### src/design/irq_pkg.sv
// Purpose : Shared constants for the interrupt priority and wake block
// Assumes : Request sources are level flags held by their peripherals
// Notes   : Vector index 0 is the smallest vector address
//
// Overview of operation
// - Three nesting levels; refuse requests at or below serviced level
// - Highest pending level wins: highest over high over low
// - Equal levels: the smallest vector address wins
// - Twenty-seven sources merge onto ten vector addresses
// - Ext two, timer zero low, ext four share 00013H, high or low
// - Ext three, ext five, both base timer requests share 0001BH
// - Timer one low, timer one high, ext seven share 0002BH
// - Sync serial zero and both async receive requests share 00033H
// - Serial one and both async transmit requests share 0003BH
// - Port zero, timers four and five, PWM requests share 0004BH
// - Halt keeps peripherals running; ends on reset or accepted request
// - Both hold modes wake on active ext pins 0,1,2,4,5 or reset pin low
// - Both hold modes wake when a port zero source is established
// - Only crystal hold also wakes on an established base timer source
package irq_pkg;
    //------------------------------------------------------------------
    // Sizes and level codes
    //------------------------------------------------------------------
    localparam int       NUM_SRC  = 27;
    localparam int       NUM_VEC  = 10;
    localparam int       ADDR_W   = 20;
    localparam int       NUM_PIN  = 8;
    localparam logic [1:0] LVL_NONE = 2'h0;
    localparam logic [1:0] LVL_LOW  = 2'h1;
    localparam logic [1:0] LVL_HIGH = 2'h2;
    localparam logic [1:0] LVL_TOP  = 2'h3;

    //------------------------------------------------------------------
    // Vector map: address, upper level and member sources
    //------------------------------------------------------------------
    localparam logic [ADDR_W-1:0] VEC_ADDR [NUM_VEC] = '{
        20'h00003, 20'h0000b, 20'h00013, 20'h0001b, 20'h00023,
        20'h0002b, 20'h00033, 20'h0003b, 20'h00043, 20'h0004b};
    localparam logic [1:0] VEC_UPPER [NUM_VEC] = '{
        LVL_TOP, LVL_TOP, LVL_HIGH, LVL_HIGH, LVL_HIGH,
        LVL_HIGH, LVL_HIGH, LVL_HIGH, LVL_HIGH, LVL_HIGH};
    localparam logic [NUM_SRC-1:0] VEC_SRC_MASK [NUM_VEC] = '{
        27'h0000001,
        27'h0000002,
        27'h000001c,
        27'h00001e0,
        27'h0000600,
        27'h0003800,
        27'h001c000,
        27'h00e0000,
        27'h0700000,
        27'h7800000};

    //------------------------------------------------------------------
    // Wake sources
    //------------------------------------------------------------------
    localparam logic [NUM_PIN-1:0] WAKE_PIN_MASK  = 8'h37;
    localparam logic [NUM_SRC-1:0] PORT_ZERO_MASK = 27'h0800000;
    localparam logic [NUM_SRC-1:0] BASE_TMR_MASK  = 27'h0000180;

    typedef enum logic [3:0] {
        ST_RUN   = 4'h1,
        ST_HALT  = 4'h2,
        ST_HOLD  = 4'h4,
        ST_XHOLD = 4'h8
    } stby_t;
endpackage : irq_pkg

### src/design/irq_priority_wake.sv
// Purpose : Interrupt priority, vectoring, nesting and standby wake
// Assumes : Sources hold their flags until the handler clears them
// Notes   : Core acknowledges a request with IRQ_ACK, returns with IRQ_RETI
`timescale 1ns/1ns
`default_nettype none
module interrupt_priority_wake_ctrl
    import irq_pkg::*;
(
    input  wire logic               CLK,
    input  wire logic               SRST,
    input  wire logic [NUM_SRC-1:0] SRC_REQ,
    input  wire logic [NUM_VEC-1:0] VEC_LVL_SEL,
    input  wire logic               IRQ_ACK,
    input  wire logic               IRQ_RETI,
    output var  logic               IRQ_REQ,
    output var  logic [ADDR_W-1:0]  IRQ_VECTOR,
    output var  logic [1:0]         IRQ_LEVEL,
    output var  logic [1:0]         SERVICE_LEVEL,
    input  wire logic [NUM_PIN-1:0] EXT_PIN,
    input  wire logic [NUM_PIN-1:0] EXT_PIN_ACT,
    input  wire logic               RESET_PIN_N,
    input  wire logic               HALT_ENTER,
    input  wire logic               HOLD_ENTER,
    input  wire logic               XHOLD_ENTER,
    output var  logic               CPU_RUN,
    output var  logic               PERIPH_RUN,
    output var  logic               BASE_TIMER_RUN,
    output var  logic               WAKE
);
    //------------------------------------------------------------------
    // Declarations
    //------------------------------------------------------------------
    logic [1:0]         vlev [NUM_VEC];
    logic [1:0]         best_lvl;
    logic [3:0]         best_idx;
    logic [1:0]         cur_lvl;
    logic               accepted;
    logic               req_r;
    logic               req_nxt;
    logic [ADDR_W-1:0]  vector_r;
    logic [1:0]         level_r;
    logic [2:0]         in_svc_r;
    logic [2:0]         in_svc_nxt;
    stby_t              st_r;
    stby_t              st_nxt;
    logic               wake_r;
    logic [NUM_PIN-1:0] pin_s;
    logic               rst_pin_s;
    logic               pin_wake;
    logic               hold_wake;

    //------------------------------------------------------------------
    // Pin synchronisers
    //------------------------------------------------------------------
    pin_sync #(.W(NUM_PIN), .RST_VAL('0)) u_ext_sync (
        .clk     (CLK),
        .srst    (SRST),
        .pin_in  (EXT_PIN),
        .pin_out (pin_s)
    );

    pin_sync #(.W(1), .RST_VAL(1'b1)) u_rst_sync (
        .clk     (CLK),
        .srst    (SRST),
        .pin_in  (RESET_PIN_N),
        .pin_out (rst_pin_s)
    );

    //------------------------------------------------------------------
    // Vector merge and per-vector level
    //------------------------------------------------------------------
    // Shared vectors: any member source raises the vector
    always_comb begin
        for (int i = 0; i < NUM_VEC; i++) begin
            if ((SRC_REQ & VEC_SRC_MASK[i]) == '0) begin
                vlev[i] = LVL_NONE;
            end else if (VEC_LVL_SEL[i]) begin
                vlev[i] = VEC_UPPER[i];
            end else begin
                vlev[i] = LVL_LOW;
            end
        end
    end

    // Descending scan with >= leaves the smallest index on a tie
    always_comb begin
        best_lvl = LVL_NONE;
        best_idx = 4'h0;
        for (int i = NUM_VEC - 1; i >= 0; i--) begin
            if (vlev[i] != LVL_NONE && vlev[i] >= best_lvl) begin
                best_lvl = vlev[i];
                best_idx = i[3:0];
            end
        end
    end

    //------------------------------------------------------------------
    // Nesting and acceptance
    //------------------------------------------------------------------
    // Serviced level is the highest level still marked in service
    always_comb begin
        if (in_svc_r[2]) begin
            cur_lvl = LVL_TOP;
        end else if (in_svc_r[1]) begin
            cur_lvl = LVL_HIGH;
        end else if (in_svc_r[0]) begin
            cur_lvl = LVL_LOW;
        end else begin
            cur_lvl = LVL_NONE;
        end
    end

    // Equal or lower levels are refused outright
    assign accepted = (best_lvl > cur_lvl);

    // Return drops the top level; acknowledge pushes the granted one
    always_comb begin
        in_svc_nxt = in_svc_r;
        if (IRQ_RETI) begin
            if (in_svc_r[2]) begin
                in_svc_nxt[2] = 1'b0;
            end else if (in_svc_r[1]) begin
                in_svc_nxt[1] = 1'b0;
            end else begin
                in_svc_nxt[0] = 1'b0;
            end
        end
        if (IRQ_ACK && req_r) begin
            in_svc_nxt[level_r - LVL_LOW] = 1'b1;
        end
    end

    always_ff @(posedge CLK) begin
        if (SRST) begin
            in_svc_r <= 3'h0;
        end else begin
            in_svc_r <= in_svc_nxt;
        end
    end

    // Ack cycle masks the request so a stale grant never repeats
    assign req_nxt = accepted && !IRQ_ACK &&
                     (st_r == ST_RUN || st_r == ST_HALT);

    // Request, vector and level come from flops
    always_ff @(posedge CLK) begin
        if (SRST) begin
            req_r    <= 1'b0;
            vector_r <= '0;
            level_r  <= LVL_NONE;
        end else begin
            req_r    <= req_nxt;
            vector_r <= VEC_ADDR[best_idx];
            level_r  <= best_lvl;
        end
    end

    //------------------------------------------------------------------
    // Standby control
    //------------------------------------------------------------------
    // Only the pins able to end hold are looked at
    assign pin_wake  = |(~(pin_s ^ EXT_PIN_ACT) & WAKE_PIN_MASK);
    assign hold_wake = pin_wake || !rst_pin_s ||
                       ((SRC_REQ & PORT_ZERO_MASK) != '0);

    always_comb begin
        st_nxt = st_r;
        case (st_r)
            ST_RUN: begin
                if (HALT_ENTER) begin
                    st_nxt = ST_HALT;
                end else if (HOLD_ENTER) begin
                    st_nxt = ST_HOLD;
                end else if (XHOLD_ENTER) begin
                    st_nxt = ST_XHOLD;
                end
            end
            ST_HALT: begin
                if (accepted) begin
                    st_nxt = ST_RUN;
                end
            end
            ST_HOLD: begin
                if (hold_wake) begin
                    st_nxt = ST_RUN;
                end
            end
            ST_XHOLD: begin
                if (hold_wake || (SRC_REQ & BASE_TMR_MASK) != '0) begin
                    st_nxt = ST_RUN;
                end
            end
            default: st_nxt = ST_RUN;
        endcase
    end

    // System reset also ends every standby mode
    always_ff @(posedge CLK) begin
        if (SRST) begin
            st_r   <= ST_RUN;
            wake_r <= 1'b0;
        end else begin
            st_r   <= st_nxt;
            wake_r <= (st_r != ST_RUN) && (st_nxt == ST_RUN);
        end
    end

    //------------------------------------------------------------------
    // Outputs
    //------------------------------------------------------------------
    assign IRQ_REQ        = req_r;
    assign IRQ_VECTOR     = vector_r;
    assign IRQ_LEVEL      = level_r;
    assign SERVICE_LEVEL  = cur_lvl;
    assign CPU_RUN        = (st_r == ST_RUN);
    assign PERIPH_RUN     = (st_r == ST_RUN) || (st_r == ST_HALT);
    assign BASE_TIMER_RUN = (st_r != ST_HOLD);
    assign WAKE           = wake_r;
endmodule : interrupt_priority_wake_ctrl
`default_nettype wire

### src/design/pin_sync.sv
// Purpose : Three-flop pin synchroniser with agreement filter
// Assumes : Input is asynchronous to clk
// Notes   : Output moves only when the second and third flops agree
`timescale 1ns/1ns
`default_nettype none
module pin_sync #(
    parameter int         W       = 1,
    parameter logic [W-1:0] RST_VAL = '0
) (
    input  wire logic         clk,
    input  wire logic         srst,
    input  wire logic [W-1:0] pin_in,
    output var  logic [W-1:0] pin_out
);
    logic [W-1:0] ff1_r;
    logic [W-1:0] ff2_r;
    logic [W-1:0] ff3_r;

    // First flop feeds only the second, to keep metastability contained
    always_ff @(posedge clk) begin
        if (srst) begin
            ff1_r <= RST_VAL;
            ff2_r <= RST_VAL;
            ff3_r <= RST_VAL;
        end else begin
            ff1_r <= pin_in;
            ff2_r <= ff1_r;
            ff3_r <= ff2_r;
        end
    end

    // Per-bit agreement filter rejects single-cycle glitches
    always_ff @(posedge clk) begin
        if (srst) begin
            pin_out <= RST_VAL;
        end else begin
            for (int i = 0; i < W; i++) begin
                if (ff2_r[i] == ff3_r[i]) begin
                    pin_out[i] <= ff3_r[i];
                end
            end
        end
    end
endmodule : pin_sync
`default_nettype wire

### config.mk
export PLATFORM = sky130hd
export DESIGN_NAME = interrupt_priority_wake_ctrl
export DESIGN_NICKNAME = d
export VERILOG_FILES = /design/src/design/irq_pkg.sv /design/src/design/irq_priority_wake.sv /design/src/design/pin_sync.sv
export SDC_FILE = /design/constraint.sdc
export NUM_CORES = 1
export LEC_CHECK = 0
export BUFFER_PORTS_ARGS = -buffer_cell sky130_fd_sc_hd__buf_4
export CAP_MARGIN = 20
export CORE_UTILIZATION = 50
export DETAILED_ROUTE_END_ITERATION = 8
export PLACE_DENSITY = 0.79
export SLEW_MARGIN = 40
export SYNTH_ARGS = -nofsm -noshare
export SYNTH_HDL_FRONTEND = slang
export SYNTH_SLANG_ARGS = --single-unit
export TNS_END_PERCENT = 100
### constraint.sdc
create_clock -name CLK -period 13.8 [get_ports CLK]
set_clock_uncertainty 0.15 [all_clocks]
set_input_delay 0.69 -clock CLK [delete_from_list [all_inputs] [get_ports CLK]]
set_output_delay 0.69 -clock CLK [all_outputs]
set_load 0.03 [all_outputs]
* Word-level counts from Yosys, hierarchy flattened
Memories as Yosys holds them, arrays and structs flattened. A register that Yosys moved wholly into a read port is not among the register bits. Cells that the tools add are included.
Storage, ports and cells: register bits 45, bits in read-only memories 320, input port bits 61, output and inout bits 29, logic and storage cells 150, memories kept 1
Memories:
- (name not given) | depth 16, width 20, rd ports 1, clocked after memory_dff 1, wr ports 0, line irq_priority_wake.sv:153 | vector_r <= VEC_ADDR[best_idx];
Operators by class: add/sub/neg operators 1, order comparisons 13, equal/unequal tests 14, muxes and demuxes 56, bitwise logic cells 4, reduce and logical (&&, ||, !) cells 43
Operators with widths (count):
- $logic_not A27 Y1 | 10
- $mux W2 | 33
- $mux W4 | 16
- $reduce_bool A27 Y1 | 1
- $reduce_bool A2 Y1 | 10
- $ge A2 B2 Y1 | 9
- $pmux W4 S4 | 1
- $logic_and A1 B1 Y1 | 15
- $eq A4 B1 Y1 const B | 2
- $eq A1 B1 Y1 | 7
- $mux W3 | 2
- $not A6 Y6 | 1
- $xor A6 B6 Y6 | 1
- $not A4 Y5 | 1
- $reduce_or A5 Y1 | 1
- $eq A4 B2 Y1 const B | 1
- $eq A4 B3 Y1 const B | 1
- $eq A4 B4 Y1 const B | 1
- $ge A2 B1 Y1 const B | 2
- $logic_or A1 B1 Y1 | 4
- $ne A4 B1 Y1 const B | 1
- $ne A4 B3 Y1 const B | 1
- $lt A2 B3 Y1 const B | 1
- $mux W1 | 3
- other kinds (5) | 6

* Logic depth before layout (Yosys ltp)
depth in word-level cells 37, mapped depth 62, gate-level depth less buffers 62

* By module
A second synthesis with hierarchy kept.
Unflattened totals: cell total of the unflattened synthesis 327, area total of the unflattened synthesis 2902.8 sq um
By module, submodules not included:
- interrupt_priority_wake_ctrl | times used 1, cells each 234, area an instance 1864.3 sq um, seq. area each 320.3 sq um
- pin_sync (u_ext_sync) | times used 1, cells each 83, area an instance 923.4 sq um, seq. area each 640.6 sq um
- pin_sync (u_rst_sync) | times used 1, cells each 10, area an instance 115.1 sq um, seq. area each 80.1 sq um

* Worst setup path after synthesis
OpenSTA, ideal clock, no wires.
path kind input -> register, start point input port SRC_REQ[23], end point register st_r[0], library setup time 0.132 ns, data arrival time 10.442 ns, data required time 13.518 ns, slack 3.077 ns, stages on the path 58, path buffers 0, cell sequence or4_1 > nand2_1 > ha_1 > o21ba_2 > o21ai_0 > o21ai_0 > ha_1 > nor2b_1 > o21bai_1 > a22oi_1 > a22oi_1 > ha_1 > nor2b_1 > o21bai_1 > or2b_1 > nand2_1 > ha_1 > nor2b_1 > [... 22 more ...] > o22ai_1 > nand2_1 > ha_1 > inv_1 > a21boi_0 > o21ai_1 > o21ai_0 > ha_1 > a21boi_0 > o21ai_0 > nor2_1 > a21oi_1 > ha_1 > nor2b_1 > o21ai_0 > nand2b_1 > a21oi_1 > o211ai_1
Between the ends: word-level cells in the longest chain between the ends 35, elaborated cells on any way between the ends 40, those cells by class order compare (11); mux (15); reduce/logical (14)
Ends and longest elaborated chain:
- start, declared | line irq_priority_wake.sv:11 | input wire logic [NUM_SRC-1:0] SRC_REQ,
- $logic_not A27 Y1 (*) | line irq_priority_wake.sv:75 | if ((SRC_REQ & VEC_SRC_MASK[i]) == '0) begin
- $mux W2 (*) | line irq_priority_wake.sv:75
- $ge A2 B1 Y1 or $reduce_bool A2 Y1 (tied branches) | line irq_priority_wake.sv:90 | if (vlev[i] != LVL_NONE && vlev[i] >= best_lvl) begin
- $logic_and A1 B1 Y1 | line irq_priority_wake.sv:90
- $mux W2 (*) | line irq_priority_wake.sv:90
- $ge A2 B2 Y1 | line irq_priority_wake.sv:90
- $logic_and A1 B1 Y1 | line irq_priority_wake.sv:90
- $mux W2 (*) | line irq_priority_wake.sv:90
- [... 20 more ...]
- $mux W2 (*) | line irq_priority_wake.sv:90
- $ge A2 B2 Y1 | line irq_priority_wake.sv:90
- $logic_and A1 B1 Y1 | line irq_priority_wake.sv:90
- $mux W2 (*) | line irq_priority_wake.sv:90
- via best_lvl[1] | line irq_priority_wake.sv:34 | logic [1:0] best_lvl;
- $gt A2 B2 Y1 (*) | line irq_priority_wake.sv:114 | assign accepted = (best_lvl > cur_lvl);
- $mux W4 (*) | line irq_priority_wake.sv:179 | if (accepted) begin
- $pmux W4 S4 (*) | line irq_priority_wake.sv:168 | case (st_r)
- end signal, assigned | line irq_priority_wake.sv:203 | st_r <= st_nxt;
- end, declared | line irq_priority_wake.sv:44 | stby_t st_r;
Mark *: on every way through the listed nets, which the timed path passes. The rest lies on a longest branch. A chain may end at the register's enable or synchronous reset.

* Worst setup path in the final report
Ends and elaborated chain as after synthesis.

==> results.py <==
metrics = {
    "floorplanning": {
        "initial_utilization_pct": 51.8,
        "fp.dieW_um": 71.9,
        "io_pins": 90,
        "core_area_um2": 4720,
        "row_count": 25,
        "die_area_um2": 5180,
        "fp.dieH_um": 71.9,
    },
    "global_route": {
        "grt.overflow.total": 0,
        "antenna_found_initial": 0,
        "track_usage_pct": 18.7,
        "grt_pass1_wl_mm": 7.71,
        "grt_start_max_net_pins": 35,
        "grt_pass1_vias": 1919,
    },
    "worst_setup_path": {
        "critPathRequiredTime_ns": 13.82,
        "worst_path_most_repeated_cell": "ha_1",
        "slowest_delay_ns": 0.55,
        "cp_max_fo": 9,
        "critPathCaptureType": "flop",
        "crit_slowest_cell": "or4_1",
        "cp-start-kind": "primary input",
        "worstPathArrival_ns": 12.10,
        "path_class": "in2reg",
    },
    "drt": {
        "met1Wirelength_mm": 1.98,
        "dr_total_vias": 2151,
        "drtIter0Drc": 88,
        "wl_met2_mm": 2.31,
        "wire_per_inst_um": 10.7,
        "first_pass_iters": 4,
        "wl_mm": 4.62,
        "highest_layer": "met4",
        "drc": 0,
        "ant_nets": 0,
        "dr_wl_met3_um": 285,
        "via_per_inst": 4.99,
    },
    "pwr": {
        "totalPowerFinal_mw": 0.313,
        "combPwrFrac_pct": 29.6,
        "peakVddDrop_mv": 0.0420,
        "pwr-share-seq_pct": 40.0,
        "clockPowerShare_pct": 30.5,
        "cellPowerDensity_nw_per_um2": 101,
        "p_leak_nw": 1.51,
        "p_sw_share_pct": 31.0,
        "p_int_mw": 0.216,
        "switching_power_mw": 0.0972,
    },
    "cts": {
        "cts_tree": "done",
        "clockBufferDepth": 2,
        "cts_sinks": 40,
        "cts_hold_buffers": 0,
        "htreeDepth": 2,
        "post-cts-setup-buffers": 0,
        "cts-buffers-inserted": 5,
        "insertion_delay_ns": 0.29,
        "cts_root_buf": "clkbuf_8",
        "clkSlewWorstSetupHoldPaths_ns": 0.08,
        "ctsResizeCount": 0,
    },
    "sta": {
        "slew_headroom_pct": 58.3,
        "rsz0062_at_grt": "false",
        "worstMarginPinSlew_ns": 0.622,
        "report.final.hold_viol_count": 0,
        "fin_crit_ns": 12.08,
        "setup-violations-final": 0,
        "fmax_mhz": 82.8,
        "post-route-period-util_pct": 87.5,
        "finalSetupTns_ns": 0,
        "hold_ws_ns": 0.266,
        "drv_slew": 0,
    },
    "synth": {
        "synth_area_leaders": "dfxtp_1 (33%), ha_1 (14%), nor2b_1 (5.4%), buf_4 (4.6%), nand2_1 (4.3%)",
        "ys_ff_latch": 40,
        "synth_top_area_share_pct": 32.7,
        "yosysWarnings": 0,
        "synth.largest_area_cell": "dfxtp_1",
        "synth-edff-count": 0,
        "ys.flop_type": "dfxtp_1",
        "synth_cell_types": 52,
        "synth_area_um2": 2450,
        "synth_area_per_cell_um2": 8.38,
        "synthArstFlopShare_pct": 0,
        "syn_inst": 292,
        "ys_seq_area_share_pct": 32.7,
    },
    "status": {
        "status": "finished clean",
    },
    "placement": {
        "gp_congestion": 0.801,
        "detailed_place_hpwl_mm": 3.72,
        "io_buffers": 69,
    },
    "layout": {
        "syn2layout_area_growth_pct": 26.2,
        "antenna_cells": 0,
        "drive_above_1_share_pct": 24.5,
        "final_nets": 451,
    },
    "job": {
        "maxCapViolCount": 0,
    },
    "worst_hold_path": {
        "hp-class": "reg2reg",
    },
}
## per-layer routing
metal	GRT usage (%)	vias to the layer above
li1	-	1118
met1	22.3	956
met2	33.0	71
met3	4.86	6
met4	5.45	0
met5	0	-
## flip-flops by register name (all words and copies together) (netlist names)
name	cells
u_ext_sync.ff3_r	5
IRQ_REQ	1
u_rst_sync.ff1_r	1
IRQ_LEVEL	2
st_r	4
u_rst_sync.pin_out	1
WAKE	1
u_ext_sync.ff1_r	5
u_rst_sync.ff2_r	1
in_svc_r	3
u_ext_sync.ff2_r	5
u_ext_sync.pin_out	5
u_rst_sync.ff3_r	1
IRQ_VECTOR	5
## cell type report
cell class / instances / area [µm²]
clock buffers: 5 / 68.8
flip-flops and latches: 40 / 801
fillers: 380 / 1640
inverters: 25 / 93.8
clock inverters: 3 / 46.3
multi-input cells: 222 / 1480
repair buffers: 69 / 518
well taps: 67 / 83.8
## power groups by stage
stage	Sequential [mW]	Combinational [mW]	Clock, mW
final	0.125	0.0926	0.0955
after CTS	0.125	0.0933	0.0984
after global routing	0.126	0.104	0.104
after global placement	0.128	0.0906	0
after detailed placement	0.128	0.0928	0
after floorplan	0.134	0.0594	0
## cells in the mapped netlist (all sizes together) (4+ instances only)
| master | n |
|---|---|
| a21boi | 4 |
| a21oi | 16 |
| buf | 15 |
| dfxtp | 40 |
| ha | 27 |
| inv | 25 |
| nand2 | 29 |
| nand2b | 6 |
| nor2 | 13 |
| nor2b | 21 |
| nor3 | 6 |
| o21ai | 23 |
| o21bai | 4 |
| or2 | 4 |
| or3 | 5 |
| xor2 | 4 |
## cell usage in the layout (no fill, tap or decap), types with 3 or more instances in the layout
cell      instances
o21ai_0          20
nor2_1           13
a211oi_1          3
buf_4            69
nor3_1            6
nand2b_1          6
nor2b_1          21
ha_1             27
and2_1            3
nand3b_1          3
conb_1           14
xor2_1            4
a22oi_1           3
o22ai_1           3
nand2_1          28
a21oi_1          16
inv_1            24
nand4_1           3
clkbuf_8          5
a21boi_0          3
dfxtp_1          40
or2_2             4
or3_1             4
o21bai_1          4
## stage by stage
step	cell area, µm²	instances	worst slack, ns	util [%]
2_1_floorplan	2490	305	3.08	-
3_3_place_gp	2970	423	1.65	62.9
3_5_place_dp	2970	423	1.52	62.9
4_1_cts	3090	431	1.78	65.4
5_1_grt	3090	431	0.758	65.4
6_report	3090	431	1.72	65.4
## worst paths after layout
path                                        from               end  slack [ns]  depth (start not counted)
worst max-delay path                 SRC_REQ[23]           st_r[0]        1.72                         59
worst min-delay path            u_rst_sync.ff1_r  u_rst_sync.ff2_r        0.27                          1
worst max register to register       in_svc_r[2]           st_r[0]       11.97                          7
worst min register to register  u_rst_sync.ff1_r  u_rst_sync.ff2_r        0.27                          1
## kinds of logic (layout without fill, tap and decap cells)
group / after synthesis / after routing / synth area share (%)
fa+ha+maj: 27 / 27 / 13.8
compound gates: 68 / 68 / 18.0
flops: 40 / 40 / 32.7
simple gates: 106 / 106 / 23.8
xor+xnor: 6 / 6 / 2.15
other cells: 1 / 14 / 0.153
mux: 1 / 1 / 0.409
buf+inv: 43 / 102 / 8.90
## worst max-delay path, delay by kind of cell
kind	cells	cell delay (ns)
buffers and inverters	6	0.38
adder cells (fa/ha/maj)	10	2.70
AND/OR/NAND/NOR	13	2.04
AO/OA/AOI/OAI	30	6.27
No activity file was read; power rests on OpenSTA's default activity.
